### config.mk
export PLATFORM = sky130hd
export DESIGN_NAME = ccu_compare_capture
export DESIGN_NICKNAME = d
export VERILOG_FILES = /design/src/ccu_pkg.sv /design/src/ccu_compare_capture.sv
export SDC_FILE = /design/constraint.sdc
export NUM_CORES = 1
export LEC_CHECK = 0
export ABC_AREA = 1
export BUFFER_PORTS_ARGS = -buffer_cell sky130_fd_sc_hd__buf_2
export CAP_MARGIN = 25
export CORE_ASPECT_RATIO = 1.75
export CORE_MARGIN = 2
export CORE_UTILIZATION = 60
export CTS_CLUSTER_SIZE = 14
export DETAILED_ROUTE_END_ITERATION = 10
export GPL_ROUTABILITY_DRIVEN = 0
export PLACE_DENSITY = 0.8
export SETUP_SLACK_MARGIN = 0.15
export SLEW_MARGIN = 5
export SYNTH_ARGS = -nofsm -noshare
export SYNTH_HDL_FRONTEND = slang
export SYNTH_SLANG_ARGS = --single-unit
### constraint.sdc
create_clock -name core_clk -period 11.1 [get_ports core_clk]
set_input_delay 0 -clock core_clk [delete_from_list [all_inputs] [get_ports core_clk]]
set_output_delay 0 -clock core_clk [all_outputs]
set_load 0.01 [all_outputs]
### src/ccu_pkg.sv
// Constants and types of the compare and capture unit.
package ccu_pkg;

    // ************************************************************
    // Register byte offsets on the APB bus.
    // ************************************************************
    localparam logic [7:0] OFS_CTRL0      = 8'h00;
    localparam logic [7:0] OFS_CMP0       = 8'h10;
    localparam logic [7:0] OFS_TCTRL1     = 8'h20;
    localparam logic [7:0] OFS_RELOAD     = 8'h24;
    localparam logic [7:0] OFS_FLAGS      = 8'h28;
    localparam logic [7:0] OFS_IRQEN      = 8'h2C;
    localparam logic [7:0] OFS_IRQ_ENABLE_REGISTER_ONE       = 8'h30;
    localparam logic [7:0] OFS_CAP_LO_A   = 8'h34;
    localparam logic [7:0] OFS_CAP_HI_A   = 8'h38;
    localparam logic [7:0] OFS_CAP_LO_B   = 8'h3C;
    localparam logic [7:0] OFS_CAP_HI_B   = 8'h40;

    // ************************************************************
    // Field positions.
    // ************************************************************
    localparam int BIT_UPDATE   = 7;
    localparam int BIT_CAP_B    = 0;
    localparam int BIT_CAP_A    = 1;
    localparam int BIT_CMP0     = 2;
    localparam int BIT_UNIT_EN  = 4;
    localparam int BIT_GLOB_EN  = 7;

    // ************************************************************
    // Compare actions and timer modes.
    // ************************************************************
    localparam logic [1:0] ACT_OFF     = 2'h0;
    localparam logic [1:0] ACT_CLEAR   = 2'h1;
    localparam logic [1:0] ACT_INVALID = 2'h2;
    localparam logic [1:0] ACT_TOGGLE  = 2'h3;
    localparam logic [1:0] MODE_BASIC  = 2'h1;

    // ************************************************************
    // Reset values and filter length.
    // ************************************************************
    localparam logic [7:0]  RST_BYTE   = 8'h00;
    localparam logic [15:0] RST_WORD   = 16'h0000;
    localparam int          FILT_LEN   = 4;

    // Channel control register layout.
    typedef struct packed {
        logic [2:0] delay_code;
        logic       edge_sel;
        logic       filter_en;
        logic       force_cmp;
        logic [1:0] action;
    } ccu_chan_ctrl_type;

endpackage : ccu_pkg

### src/ccu_compare_capture.sv
// Four-channel output compare and two-channel input capture unit with APB registers.
//
// Our own choices: register access over APB and the register offsets.
`timescale 1ns/1ps
`default_nettype none

// Functional notes
// - Four compare channels with 16-bit values; active only with a non-disabled action.
// - Timer equal to compare value sets the match flag two cycles later.
// - Compare irq needs global, channel and unit enables; software clears flag with zero.
// - Compare pin action happens on every match regardless of interrupt enable.
// - Enabled channel drives its pin from a compare latch that resets to zero.
// - Writing one to force bit in basic mode toggles, or for clear sets, the latch without flag or interrupt.
// - Force bit reads zero in basic timer mode.
// - Connected pin holds its state until a match or forced compare.
// - Compare writes go to shadows; active value changes only through update bit.
// - Basic mode update copies at once and the update bit reads zero.
// - PWM mode update waits for overflow and reads one while pending.
// - One update bit moves all compare values and the reload value together.
// - Capture always enabled; an event copies the timer into the capture register.
// - Edge select zero picks falling edges, one picks rising edges.
// - Filter samples every two clocks and needs four equal samples per edge.
// - Delay code skips 0 to 5, 7 or 15 qualifying edges before capture.
// - Low byte read copies high byte to a shadow that the high read returns.
// - Action 00 off, 01 clear on match, 10 invalid, 11 toggle on match.
module ccu_compare_capture
    import ccu_pkg::*;
(
    input  wire logic        core_clk,
    input  wire logic        rst,
    input  wire logic        psel,
    input  wire logic        penable,
    input  wire logic        pwrite,
    input  wire logic [7:0]  paddr,
    input  wire logic [31:0] pwdata,
    output logic      [31:0] prdata,
    output logic             pready,
    output logic             pslverr,
    input  wire logic [15:0] timer_count,
    input  wire logic        timer_step,
    input  wire logic        timer_overflow,
    input  wire logic [1:0]  timer_mode,
    input  wire logic [1:0]  capture_pin,
    output logic      [3:0]  compare_pin_out,
    output logic      [3:0]  compare_pin_oe,
    output logic             compare_irq,
    output logic             capture_irq,
    output logic      [15:0] timer_reload_value
);

    // ************************************************************
    // Helper functions.
    // ************************************************************

    // Number of qualifying edges skipped before a capture.
    function automatic logic [3:0] skip_edges(input logic [2:0] code);
        unique case (code)
            3'h6:    skip_edges = 4'hF - 4'h8;
            3'h7:    skip_edges = 4'hF;
            default: skip_edges = {1'b0, code};
        endcase
    endfunction : skip_edges

    // A channel runs only with a valid, non-disabled action.
    function automatic logic action_on(input logic [1:0] act);
        action_on = (act == ACT_CLEAR) || (act == ACT_TOGGLE);
    endfunction : action_on

    // ************************************************************
    // State.
    // ************************************************************
    ccu_chan_ctrl_type ctrl_ff [4];
    logic [15:0]       cmp_shadow_ff [4];
    logic [15:0]       cmp_active_ff [4];
    logic [15:0]       reload_shadow_ff;
    logic [15:0]       reload_active_ff;
    logic              pending_ff;
    logic [7:0]        flags_ff;
    logic [7:0]        irqen_ff;
    logic [7:0]        irq_enable_register_one_ff;
    logic [3:0]        match_ff;
    logic [3:0]        latch_ff;
    logic [15:0]       cap_ff [2];
    logic [7:0]        cap_hi_shadow_ff [2];
    logic              phase_ff;
    logic [3:0]        samp_ff [2];
    logic [1:0]        level_ff;
    logic [3:0]        edge_cnt_ff [2];
    logic [31:0]       prdata_ff;

    logic       wr_acc;
    logic       rd_setup;
    logic       basic_mode;
    logic       update_wr;
    logic       copy_now;
    logic [1:0] nxt_level;
    logic [1:0] qual_edge;
    logic [1:0] cap_evt;
    logic       addr_ok;

    assign wr_acc     = psel && penable && pwrite && addr_ok;
    assign rd_setup   = psel && !penable && !pwrite;
    assign basic_mode = !timer_mode[1];
    assign update_wr  = wr_acc && (paddr == OFS_TCTRL1) && pwdata[BIT_UPDATE];
    // Stopped or basic mode copies at once; PWM modes wait for overflow.
    assign copy_now   = (update_wr && basic_mode) || (pending_ff && timer_overflow);

    // Address decode for the slave error answer.
    always_comb
    begin
        addr_ok = (paddr[1:0] == 2'h0) && (paddr <= OFS_CAP_HI_B);
    end

    // ************************************************************
    // APB slave.
    // ************************************************************

    // Zero wait states; unmapped access answers with an error.
    assign pready  = 1'b1;
    assign pslverr = psel && penable && !addr_ok;
    assign prdata  = prdata_ff;

    // Read data is gathered in the setup cycle and shown in the access cycle.
    always_ff @(posedge core_clk or posedge rst)
    begin
        if (rst)
            prdata_ff <= 32'h0000_0000;
        else if (rd_setup)
        begin
            prdata_ff <= 32'h0000_0000;
            if (paddr < OFS_CMP0)
            begin
                prdata_ff[7:0] <= ctrl_ff[paddr[3:2]];
                prdata_ff[2]   <= ctrl_ff[paddr[3:2]].force_cmp && !basic_mode;
            end
            else if (paddr < OFS_TCTRL1)
                prdata_ff[15:0] <= cmp_shadow_ff[paddr[3:2]];
            else
                unique case (paddr)
                    OFS_TCTRL1:   prdata_ff[BIT_UPDATE] <= pending_ff;
                    OFS_RELOAD:   prdata_ff[15:0] <= reload_shadow_ff;
                    OFS_FLAGS:    prdata_ff[7:0] <= flags_ff;
                    OFS_IRQEN:    prdata_ff[7:0] <= irqen_ff;
                    OFS_IRQ_ENABLE_REGISTER_ONE:     prdata_ff[7:0] <= irq_enable_register_one_ff;
                    OFS_CAP_LO_A: prdata_ff[7:0] <= cap_ff[0][7:0];
                    OFS_CAP_HI_A: prdata_ff[7:0] <= cap_hi_shadow_ff[0];
                    OFS_CAP_LO_B: prdata_ff[7:0] <= cap_ff[1][7:0];
                    OFS_CAP_HI_B: prdata_ff[7:0] <= cap_hi_shadow_ff[1];
                    default:      prdata_ff <= 32'h0000_0000;
                endcase
        end
    end

    // Low byte reads refresh the high byte shadow.
    always_ff @(posedge core_clk or posedge rst)
    begin
        if (rst)
        begin
            cap_hi_shadow_ff[0] <= RST_BYTE;
            cap_hi_shadow_ff[1] <= RST_BYTE;
        end
        else if (rd_setup)
        begin
            if (paddr == OFS_CAP_LO_A)
                cap_hi_shadow_ff[0] <= cap_ff[0][15:8];
            if (paddr == OFS_CAP_LO_B)
                cap_hi_shadow_ff[1] <= cap_ff[1][15:8];
        end
    end

    // ************************************************************
    // Control and enable registers.
    // ************************************************************

    // Channel control, interrupt enables and reload shadow writes.
    always_ff @(posedge core_clk or posedge rst)
    begin
        if (rst)
        begin
            for (int i = 0; i < 4; i++)
                ctrl_ff[i] <= ccu_chan_ctrl_type'(RST_BYTE);
            irqen_ff         <= RST_BYTE;
            irq_enable_register_one_ff          <= RST_BYTE;
            reload_shadow_ff <= RST_WORD;
        end
        else if (wr_acc)
        begin
            if (paddr < OFS_CMP0)
                ctrl_ff[paddr[3:2]] <= ccu_chan_ctrl_type'(pwdata[7:0]);
            if (paddr == OFS_IRQEN)
                irqen_ff <= pwdata[7:0];
            if (paddr == OFS_IRQ_ENABLE_REGISTER_ONE)
                irq_enable_register_one_ff <= pwdata[7:0];
            if (paddr == OFS_RELOAD)
                reload_shadow_ff <= pwdata[15:0];
        end
    end

    // ************************************************************
    // Compare values and update mechanism.
    // ************************************************************

    // Writes land in shadows; the update bit moves everything together.
    always_ff @(posedge core_clk or posedge rst)
    begin
        if (rst)
        begin
            for (int i = 0; i < 4; i++)
            begin
                cmp_shadow_ff[i] <= RST_WORD;
                cmp_active_ff[i] <= RST_WORD;
            end
            reload_active_ff <= RST_WORD;
        end
        else
        begin
            if (wr_acc && paddr >= OFS_CMP0 && paddr < OFS_TCTRL1)
                cmp_shadow_ff[paddr[3:2]] <= pwdata[15:0];
            if (copy_now)
            begin
                for (int i = 0; i < 4; i++)
                    cmp_active_ff[i] <= cmp_shadow_ff[i];
                reload_active_ff <= reload_shadow_ff;
            end
        end
    end

    // Pending state of a deferred update in PWM modes.
    always_ff @(posedge core_clk or posedge rst)
    begin
        if (rst)
            pending_ff <= 1'b0;
        else if (update_wr && !basic_mode)
            pending_ff <= 1'b1;
        else if (pending_ff && timer_overflow)
            pending_ff <= 1'b0;
    end

    assign timer_reload_value = reload_active_ff;

    // ************************************************************
    // Output compare.
    // ************************************************************

    // The timer equality is registered on each timer step.
    always_ff @(posedge core_clk or posedge rst)
    begin
        if (rst)
            match_ff <= 4'h0;
        else
            for (int i = 0; i < 4; i++)
                match_ff[i] <= timer_step && (timer_count == cmp_active_ff[i])
                               && action_on(ctrl_ff[i].action);
    end

    // Compare latches change only on a match or a forced compare.
    always_ff @(posedge core_clk or posedge rst)
    begin
        if (rst)
            latch_ff <= 4'h0;
        else
            for (int i = 0; i < 4; i++)
            begin
                if (match_ff[i])
                    latch_ff[i] <= (ctrl_ff[i].action == ACT_TOGGLE) ? !latch_ff[i] : 1'b0;
                else if (wr_acc && paddr == (OFS_CTRL0 + 8'(4 * i)) && pwdata[2] && basic_mode
                         && action_on(pwdata[1:0]))
                    latch_ff[i] <= (pwdata[1:0] == ACT_TOGGLE) ? !latch_ff[i] : 1'b1;
            end
    end

    // Pins are driven from the latches while their channel is enabled.
    always_comb
    begin
        for (int i = 0; i < 4; i++)
        begin
            compare_pin_oe[i]  = action_on(ctrl_ff[i].action);
            compare_pin_out[i] = latch_ff[i] && compare_pin_oe[i];
        end
    end

    // ************************************************************
    // Input capture.
    // ************************************************************

    // Filter sampling phase: every second clock.
    always_ff @(posedge core_clk or posedge rst)
    begin
        if (rst)
            phase_ff <= 1'b0;
        else
            phase_ff <= !phase_ff;
    end

    // Sample history for the noise filter.
    always_ff @(posedge core_clk or posedge rst)
    begin
        if (rst)
        begin
            samp_ff[0] <= 4'h0;
            samp_ff[1] <= 4'h0;
        end
        else if (phase_ff)
            for (int c = 0; c < 2; c++)
                samp_ff[c] <= {samp_ff[c][FILT_LEN-2:0], capture_pin[c]};
    end

    // Qualified level and edge detection.
    always_comb
    begin
        for (int c = 0; c < 2; c++)
        begin
            nxt_level[c] = level_ff[c];
            if (!ctrl_ff[c].filter_en)
                nxt_level[c] = capture_pin[c];
            else if (samp_ff[c] == 4'hF || samp_ff[c] == 4'h0)
                nxt_level[c] = samp_ff[c][0];
            qual_edge[c] = (nxt_level[c] != level_ff[c]) && (nxt_level[c] == ctrl_ff[c].edge_sel);
            cap_evt[c]   = qual_edge[c] && (edge_cnt_ff[c] == skip_edges(ctrl_ff[c].delay_code));
        end
    end

    // Level history and edge counter for the delay.
    always_ff @(posedge core_clk or posedge rst)
    begin
        if (rst)
        begin
            level_ff       <= 2'h0;
            edge_cnt_ff[0] <= 4'h0;
            edge_cnt_ff[1] <= 4'h0;
        end
        else
        begin
            level_ff <= nxt_level;
            for (int c = 0; c < 2; c++)
                if (cap_evt[c])
                    edge_cnt_ff[c] <= 4'h0;
                else if (qual_edge[c])
                    edge_cnt_ff[c] <= edge_cnt_ff[c] + 4'h1;
        end
    end

    // Capture registers always take the timer on an event.
    always_ff @(posedge core_clk or posedge rst)
    begin
        if (rst)
        begin
            cap_ff[0] <= RST_WORD;
            cap_ff[1] <= RST_WORD;
        end
        else
            for (int c = 0; c < 2; c++)
                if (cap_evt[c])
                    cap_ff[c] <= timer_count;
    end

    // ************************************************************
    // Flags and interrupt requests.
    // ************************************************************

    // Writing zero clears a flag; a new event in that cycle wins.
    always_ff @(posedge core_clk or posedge rst)
    begin
        if (rst)
            flags_ff <= RST_BYTE;
        else
        begin
            for (int b = 0; b < 8; b++)
                if (wr_acc && paddr == OFS_FLAGS && !pwdata[b])
                    flags_ff[b] <= 1'b0;
            for (int i = 0; i < 4; i++)
                if (match_ff[i])
                    flags_ff[BIT_CMP0 + i] <= 1'b1;
            if (cap_evt[0])
                flags_ff[BIT_CAP_A] <= 1'b1;
            if (cap_evt[1])
                flags_ff[BIT_CAP_B] <= 1'b1;
        end
    end

    // Requests need the global, unit and per-source enables.
    always_comb
    begin
        compare_irq = irq_enable_register_one_ff[BIT_GLOB_EN] && irq_enable_register_one_ff[BIT_UNIT_EN]
                      && |(flags_ff[BIT_CMP0+3:BIT_CMP0] & irqen_ff[BIT_CMP0+3:BIT_CMP0]);
        capture_irq = irq_enable_register_one_ff[BIT_GLOB_EN] && irq_enable_register_one_ff[BIT_UNIT_EN]
                      && |(flags_ff[1:0] & irqen_ff[1:0]);
    end

endmodule : ccu_compare_capture

`default_nettype wire

# [Yosys cells after proc, flatten, opt, wreduce, memory -nomap -nowiden]
# Index checks and enable logic that the tools add are counted.
[op_classes] add_sub_neg=2 order_cmp=6 eq_ne=38 mux=58 bitwise_logic=3 n_reduce_logical=106
[ops] operator="64-bit bitwise mux" count=1
[ops] operator="16-bit equality test" count=4
[ops] operator="8-bit by 6-bit equality test with 1-bit output, second input constant" count=8
[ops] operator="16-bit 2-to-1 mux" count=4
[ops] operator="1-bit logical AND" count=58
[ops] operator="7-bit one-hot mux with 8 select lines" count=1
[ops] operator="8-bit 2-to-1 mux" count=6
[ops] operator="1-bit 2-to-1 mux" count=34
[ops] operator="16-bit binary-select mux with 2-bit select" count=1
[ops] operator="32-bit bitwise mux" count=1
[ops] operator="16-bit demux with 2-bit select" count=1
[ops] operator="2-bit nonzero test" count=13
[ops] operator="8-bit binary-select mux with 2-bit select" count=1
[ops] operator="8-bit demux with 2-bit select" count=1
[ops] operator="8-bit by 4-bit equality test with 1-bit output, second input constant" count=2
[ops] operator="4-bit 2-to-1 mux" count=4
[ops] operator="4-bit one-hot mux with 2 select lines" count=2
[ops] operator="1-bit zero test" count=15
[ops] operator="3-bit equality test, second input constant" count=4
[ops] operator="2-bit AND reduction" count=6
[ops] operator="2-bit by 1-bit equality test with 1-bit output, second input constant" count=5
[ops] operator="2-bit equality test, second input constant" count=5
[ops] operator="4-bit by 1-bit adder with 4-bit output, second input constant" count=2
[ops] operator="4-bit equality test" count=2
[ops] operator="other kinds (21)" count=32
[totals] regBits=322 out_inout_bits=60 elab_cells=268

# [Logic depth before layout (Yosys ltp)]
[depth] word_depth=9 ltp_mapped=14 mapped_depth_nobuf=11

# [Least setup slack after synthesis]
# Ideal clock, no wire load.
[synth_path] path_type="register to register" startpoint="register ctrl_ff[31] in the netlist's numbering" endpoint="register cap_ff[18] in the netlist's numbering" setup_ns=0.131 t_arrival_ns=1.412 required_time_ns=10.969 setup_slack_ns=9.557 stages_incl_launch_ff=11 path_buffers=1 synth_period_minus_slack_ns=1.543 cell_sequence="dfrtp_1 nand3_1 nand2_1 inv_1 nor3_1 nand2_1 inv_1 nand3_1 clkbuf_1 nand2_1 o21ai_0"
[synth_between] elab_chain_len=4
[synth_rtl] item="start: declaration" line_no="ccu_compare_capture.sv:72" source="ccu_chan_ctrl_type ctrl_ff [4];"
[synth_rtl] item="start signal: indexed assignment" line_no="ccu_compare_capture.sv:181" source="ctrl_ff[i] <= ccu_chan_ctrl_type'(RST_BYTE);"
[synth_rtl] item="start signal: indexed assignment" line_no="ccu_compare_capture.sv:189" source="ctrl_ff[paddr[3:2]] <= ccu_chan_ctrl_type'(pwdata[7:0]);"
[synth_rtl] item="3-bit equality test" line_no="ccu_compare_capture.sv:57" source="unique case (code)"
[synth_rtl] item="4-bit one-hot mux with 2 select lines *" line_no="ccu_compare_capture.sv:57"
[synth_rtl] item="4-bit equality test *" line_no="ccu_compare_capture.sv:319" source="cap_evt[c] = qual_edge[c] && (edge_cnt_ff[c] == skip_edges(ctrl_ff[c].delay_code));"
[synth_rtl] item="1-bit logical AND *" line_no="ccu_compare_capture.sv:319"
[synth_rtl] item="end signal: indexed assignment" line_no="ccu_compare_capture.sv:354" source="cap_ff[c] <= timer_count;"
[synth_rtl] item="end: declaration" line_no="ccu_compare_capture.sv:83" source="logic [15:0] cap_ff [2];"
# Mark *: on every way between the ends. The rest lies on a longest branch, timed or not.
# A chain may end at the register's enable or synchronous reset.

# [Final worst setup path]
[layout_path] startpoint="input paddr[4]" endpoint="register cmp_active_ff[9] in the netlist's numbering"
[layout_between] elab_chain_len=7
[layout_rtl] item="start: declaration" line_no="ccu_compare_capture.sv:34" source="input wire logic [7:0] paddr,"
[layout_rtl] item="8-bit by 7-bit <= comparator with 1-bit output" line_no="ccu_compare_capture.sv:111" source="addr_ok = (paddr[1:0] == 2'h0) && (paddr <= OFS_CAP_HI_B);"
[layout_rtl] item="1-bit logical AND" line_no="ccu_compare_capture.sv:111"
[layout_rtl] item="1-bit logical AND" line_no="ccu_compare_capture.sv:101" source="assign wr_acc = psel && penable && pwrite && addr_ok;"
[layout_rtl] item="1-bit logical AND * (2 in a row)" line_no="ccu_compare_capture.sv:104" source="assign update_wr = wr_acc && (paddr == OFS_TCTRL1) && pwdata[BIT_UPDATE];"
[layout_rtl] item="1-bit logical AND *" line_no="ccu_compare_capture.sv:106" source="assign copy_now = (update_wr && basic_mode) || (pending_ff && timer_overflow);"
[layout_rtl] item="1-bit logical OR *" line_no="ccu_compare_capture.sv:106"
[layout_rtl] item="end signal: indexed assignment" line_no="ccu_compare_capture.sv:222" source="cmp_active_ff[i] <= cmp_shadow_ff[i];"
[layout_rtl] item="end: declaration" line_no="ccu_compare_capture.sv:74" source="logic [15:0] cmp_active_ff [4];"
# Marks and branches as above.

==> results_dict.tcl <==
set metrics [dict create \
    status "completed" \
    place_hpwl_um 30500 \
    ctsRootBufferMaster "sky130_fd_sc_hd__clkbuf_16" \
    cp.depth 13 \
    routed_wirelength_um 44800 \
    pwr_density_cell_nw_per_um2 160 \
    mappedNetlistArea_um2 14000 \
    tns_ps 0 \
    max-clock-path-buffers 3 \
    fmax_mhz 315 \
    worst_ep_required_time_ps 11570 \
    crit_path_top_delay_cell "sky130_fd_sc_hd__buf_4" \
    timing.slew.headroom_pct 34.8 \
    core-area_um2 23100 \
    grt_max_degree 130 \
    period_needed_ps 3170 \
    ios 127 \
    worstSkewPairLatency_ps 560 \
    cts_buffers 29 \
    post-route-drc-count 0 \
    global_route_wire_length_before_repair_um 68700 \
    overflow 0 \
    first_global_vias 12400 \
    power.static_leakage_uw 0.00800 \
    final_max_slew_viol_count 0 \
    cp_cell_sequence "buf_2 > inv_1 > nand2_1 > nor2_2 > nand2_2 > o21ai_2 > nand2_2 > inv_4 > nand3_4 > nand2_4 > buf_4 > nand2_1 > o21ai_0" \
    clock_tree.htree_level_count 1 \
    tritoncts "done" \
    numClockSinks 306 \
    ys.flop_type "sky130_fd_sc_hd__dfrtp_1" \
    finish.instance_area_um2 16000 \
    r2r_setup_slk_ps 8330 \
    synth_enable_flop_cells 0 \
    synth.avg_cell_area_um2 8.42 \
    finalSetupViolations 0 \
    cp.buffers_inverters 4 \
    initial_utilization_pct 60.6 \
    crit_family "simple AND/OR/NAND/NOR gates" \
    commonest_non_fill_non_tap_cells_in_the_layout "546 x sky130_fd_sc_hd__nand2_1, 306 x sky130_fd_sc_hd__dfrtp_1, 249 x sky130_fd_sc_hd__o21ai_0, 127 x sky130_fd_sc_hd__inv_1, 105 x sky130_fd_sc_hd__nand3_1" \
    timing_worst_slew_pin_value_ps 970 \
    final_nets 1847 \
    share_of_the_yosys_chip_area_belonging_to_registers_pct 54.6 \
    critPathMaxFanout 107 \
    post_synthesis_instance_total 1665 \
    min_path_cells 4 \
    crit_arrival_ps 3640 \
    hold_path.class "input pin to flop" \
    cp_slowest_stage_delay_ps 760 \
    detail_route.vias_per_cell 6.05 \
    final.period_utilization_pct 28.6 \
    critical_path_endpoint_category "flop" \
    postSynthRegisterBits 306 \
    io_buffers 92 \
    synth.distinct_cells 43 \
    std_cell_rows 74 \
    clk_transition_reported_paths_ps 60 \
    irDropWorstVdd_v 0.000129 \
    maxCapViolations 0 \
    die_x_extent_um 120 \
    grt_usage_pct 36.9 \
    worst-r2r-cell-count 7 \
    timing.final.hold_violations 0 \
    worst_setup_path_start_kind "input pin" \
    rsz0062_at_grt "no" \
    dpl-instance-area_um2 14600 \
    synth-async-reset-ratio_pct 100 \
    antenna_violating_nets_post_route 0 \
    ys.warnings.count 0 \
    first_iter_violations 1249 \
    skew_ps 11.2 \
    antenna_violations_before_repair 1 \
    postcts_resize_cnt 0 \
    floorplan.die.height_um 206 \
    route.detailed.wl_per_inst_um 21.3 \
    vias 12700 \
    drtPass1Iterations 5 \
    design.die.area_um2 24700 \
    layout_commonest_cell "sky130_fd_sc_hd__nand2_1" \
    layout-area-overhead-vs-synth_pct 14.1 \
    drive_gt1_share_pct 10.7 \
    timing_worst_setup_path_type "input pin to flop" \
]
[stage by stage]
| step | instances | hold WS, ps | power [µW] | utilization, % | setup slack, ps |
|---|---|---|---|---|---|
| after floorplan | 1680 | 93.9 | 1470 | - | 2640 |
| after global routing | 2103 | 54.0 | 2650 | 69.1 | 7740 |
| after detailed placement | 2000 | 236 | 1560 | 62.9 | 7560 |
| after global placement | 1999 | 218 | 1540 | 62.8 | 7600 |
| after CTS | 2103 | 17.3 | 2550 | 69.1 | 8110 |
| final | 2104 | 37.5 | 2560 | 69.1 | 7930 |
[cell type report]
cell class,count,area (µm²)
Timing Repair Buffer,156,1080
Inverter,135,517
Clock inverter,9,78.8
Sequential cell,306,7660
Antenna cell,1,2.50
Clock buffer,43,858
Tap cell,304,380
Fill cell,1794,7140
Multi-Input combinational cell,1150,5430
[routing by layer]
layer | GRT usage [%] | share of wire (%) | up-vias | wire (µm)
li1 | - | - | 5679 | -
met1 | 39.7 | 33 | 6053 | 14600
met2 | 61.7 | 49 | 733 | 21900
met3 | 5.79 | 7.4 | 269 | 3330
met4 | 34.4 | 11 | 0 | 4960
met5 | 0 | 0 | - | 0
[report_power, final]
group          internal, µW  switching (µW)
combinational           100             195
sequential             1210            61.6
clock                   557             437
[what timing repair did]
action	CTS	global route
hold endpoints to repair	263	0
buffers inserted	0	0
hold buffers	51	0
setup endpoints to repair	0	0
[cells by family after synthesis]
kind of cell    Yosys count  share of synthesized area [%]
xor+xnor                 19                           1.19
simple gates            752                           22.4
compound gates          345                           13.3
fa+ha+maj                 2                          0.178
buf+inv                 224                           7.07
flops                   306                           54.6
mux                      15                           1.20
other cells               2                         0.0535
[sequential cells by signal, summed over array words and instances, names as in the netlist]
| register | cells |
|---|---|
| edge_cnt_ff | 8 |
| match_ff | 4 |
| phase_ff | 1 |
| latch_ff | 4 |
| timer_reload_value | 16 |
| irq_enable_register_one_ff | 8 |
| cap_ff | 32 |
| cmp_active_ff | 64 |
| prdata | 16 |
| level_ff | 2 |
| reload_shadow_ff | 16 |
| flags_ff | 6 |
| cap_hi_shadow_ff | 16 |
| samp_ff | 8 |
| ctrl_ff | 32 |
| cmp_shadow_ff | 64 |
| pending_ff | 1 |
| irqen_ff | 8 |
[synth_stat cells, types with 2 or more instances]
library cell	instances	area, µm²
sky130_fd_sc_hd__conb_1	2	7.51
sky130_fd_sc_hd__a31oi_1	2	12.5
sky130_fd_sc_hd__o221ai_1	3	26.3
sky130_fd_sc_hd__xnor2_1	6	52.6
sky130_fd_sc_hd__nor4_1	5	31.3
sky130_fd_sc_hd__nor2_1	39	146
sky130_fd_sc_hd__nand3_1	105	526
sky130_fd_sc_hd__mux2_2	14	158
sky130_fd_sc_hd__nand2_2	7	43.8
sky130_fd_sc_hd__o211ai_1	5	37.5
sky130_fd_sc_hd__a21oi_1	19	95.1
sky130_fd_sc_hd__ha_1	2	25.0
sky130_fd_sc_hd__clkinv_1	2	7.51
sky130_fd_sc_hd__nor2_2	6	37.5
sky130_fd_sc_hd__nor3_1	12	60.1
sky130_fd_sc_hd__o21ai_0	249	1250
sky130_fd_sc_hd__dfrtp_1	306	7660
sky130_fd_sc_hd__inv_1	128	480
sky130_fd_sc_hd__nand4_1	24	150
sky130_fd_sc_hd__buf_2	10	50.1
sky130_fd_sc_hd__buf_4	21	158
sky130_fd_sc_hd__o22ai_1	51	319
sky130_fd_sc_hd__xor2_1	13	114
sky130_fd_sc_hd__nand2_4	2	22.5
sky130_fd_sc_hd__inv_2	4	15.0
sky130_fd_sc_hd__buf_6	6	67.6
sky130_fd_sc_hd__nand2_1	546	2050
sky130_fd_sc_hd__a22oi_1	2	15.0
sky130_fd_sc_hd__a221oi_1	11	96.3
sky130_fd_sc_hd__clkbuf_1	50	188
[worst paths after layout]
| kind | start | to |
|---|---|---|
| worst min register to register | prdata[7] | prdata[7] |
| min in group asynchronous | rst | cap_ff[28] |
| worst max-delay path | paddr[4] | cmp_active_ff[9] |
| worst max register to register | ctrl_ff[16] | match_ff[1] |
| worst min-delay path | penable | cap_hi_shadow_ff[6] |
| max in group asynchronous | rst | match_ff[1] |
[worst reg2reg max path, cell delays in order, from the launching register on]
cell and delay [ps]:
sky130_fd_sc_hd__dfrtp_1 520, sky130_fd_sc_hd__o211ai_1 150, sky130_fd_sc_hd__nor3_1 150, sky130_fd_sc_hd__dlygate4sd3_1 580
sky130_fd_sc_hd__nand3_1 70, sky130_fd_sc_hd__dlygate4sd3_1 570, sky130_fd_sc_hd__nor2_1 90, sky130_fd_sc_hd__dlygate4sd3_1 570
Power figures use the tool's default switching activity.
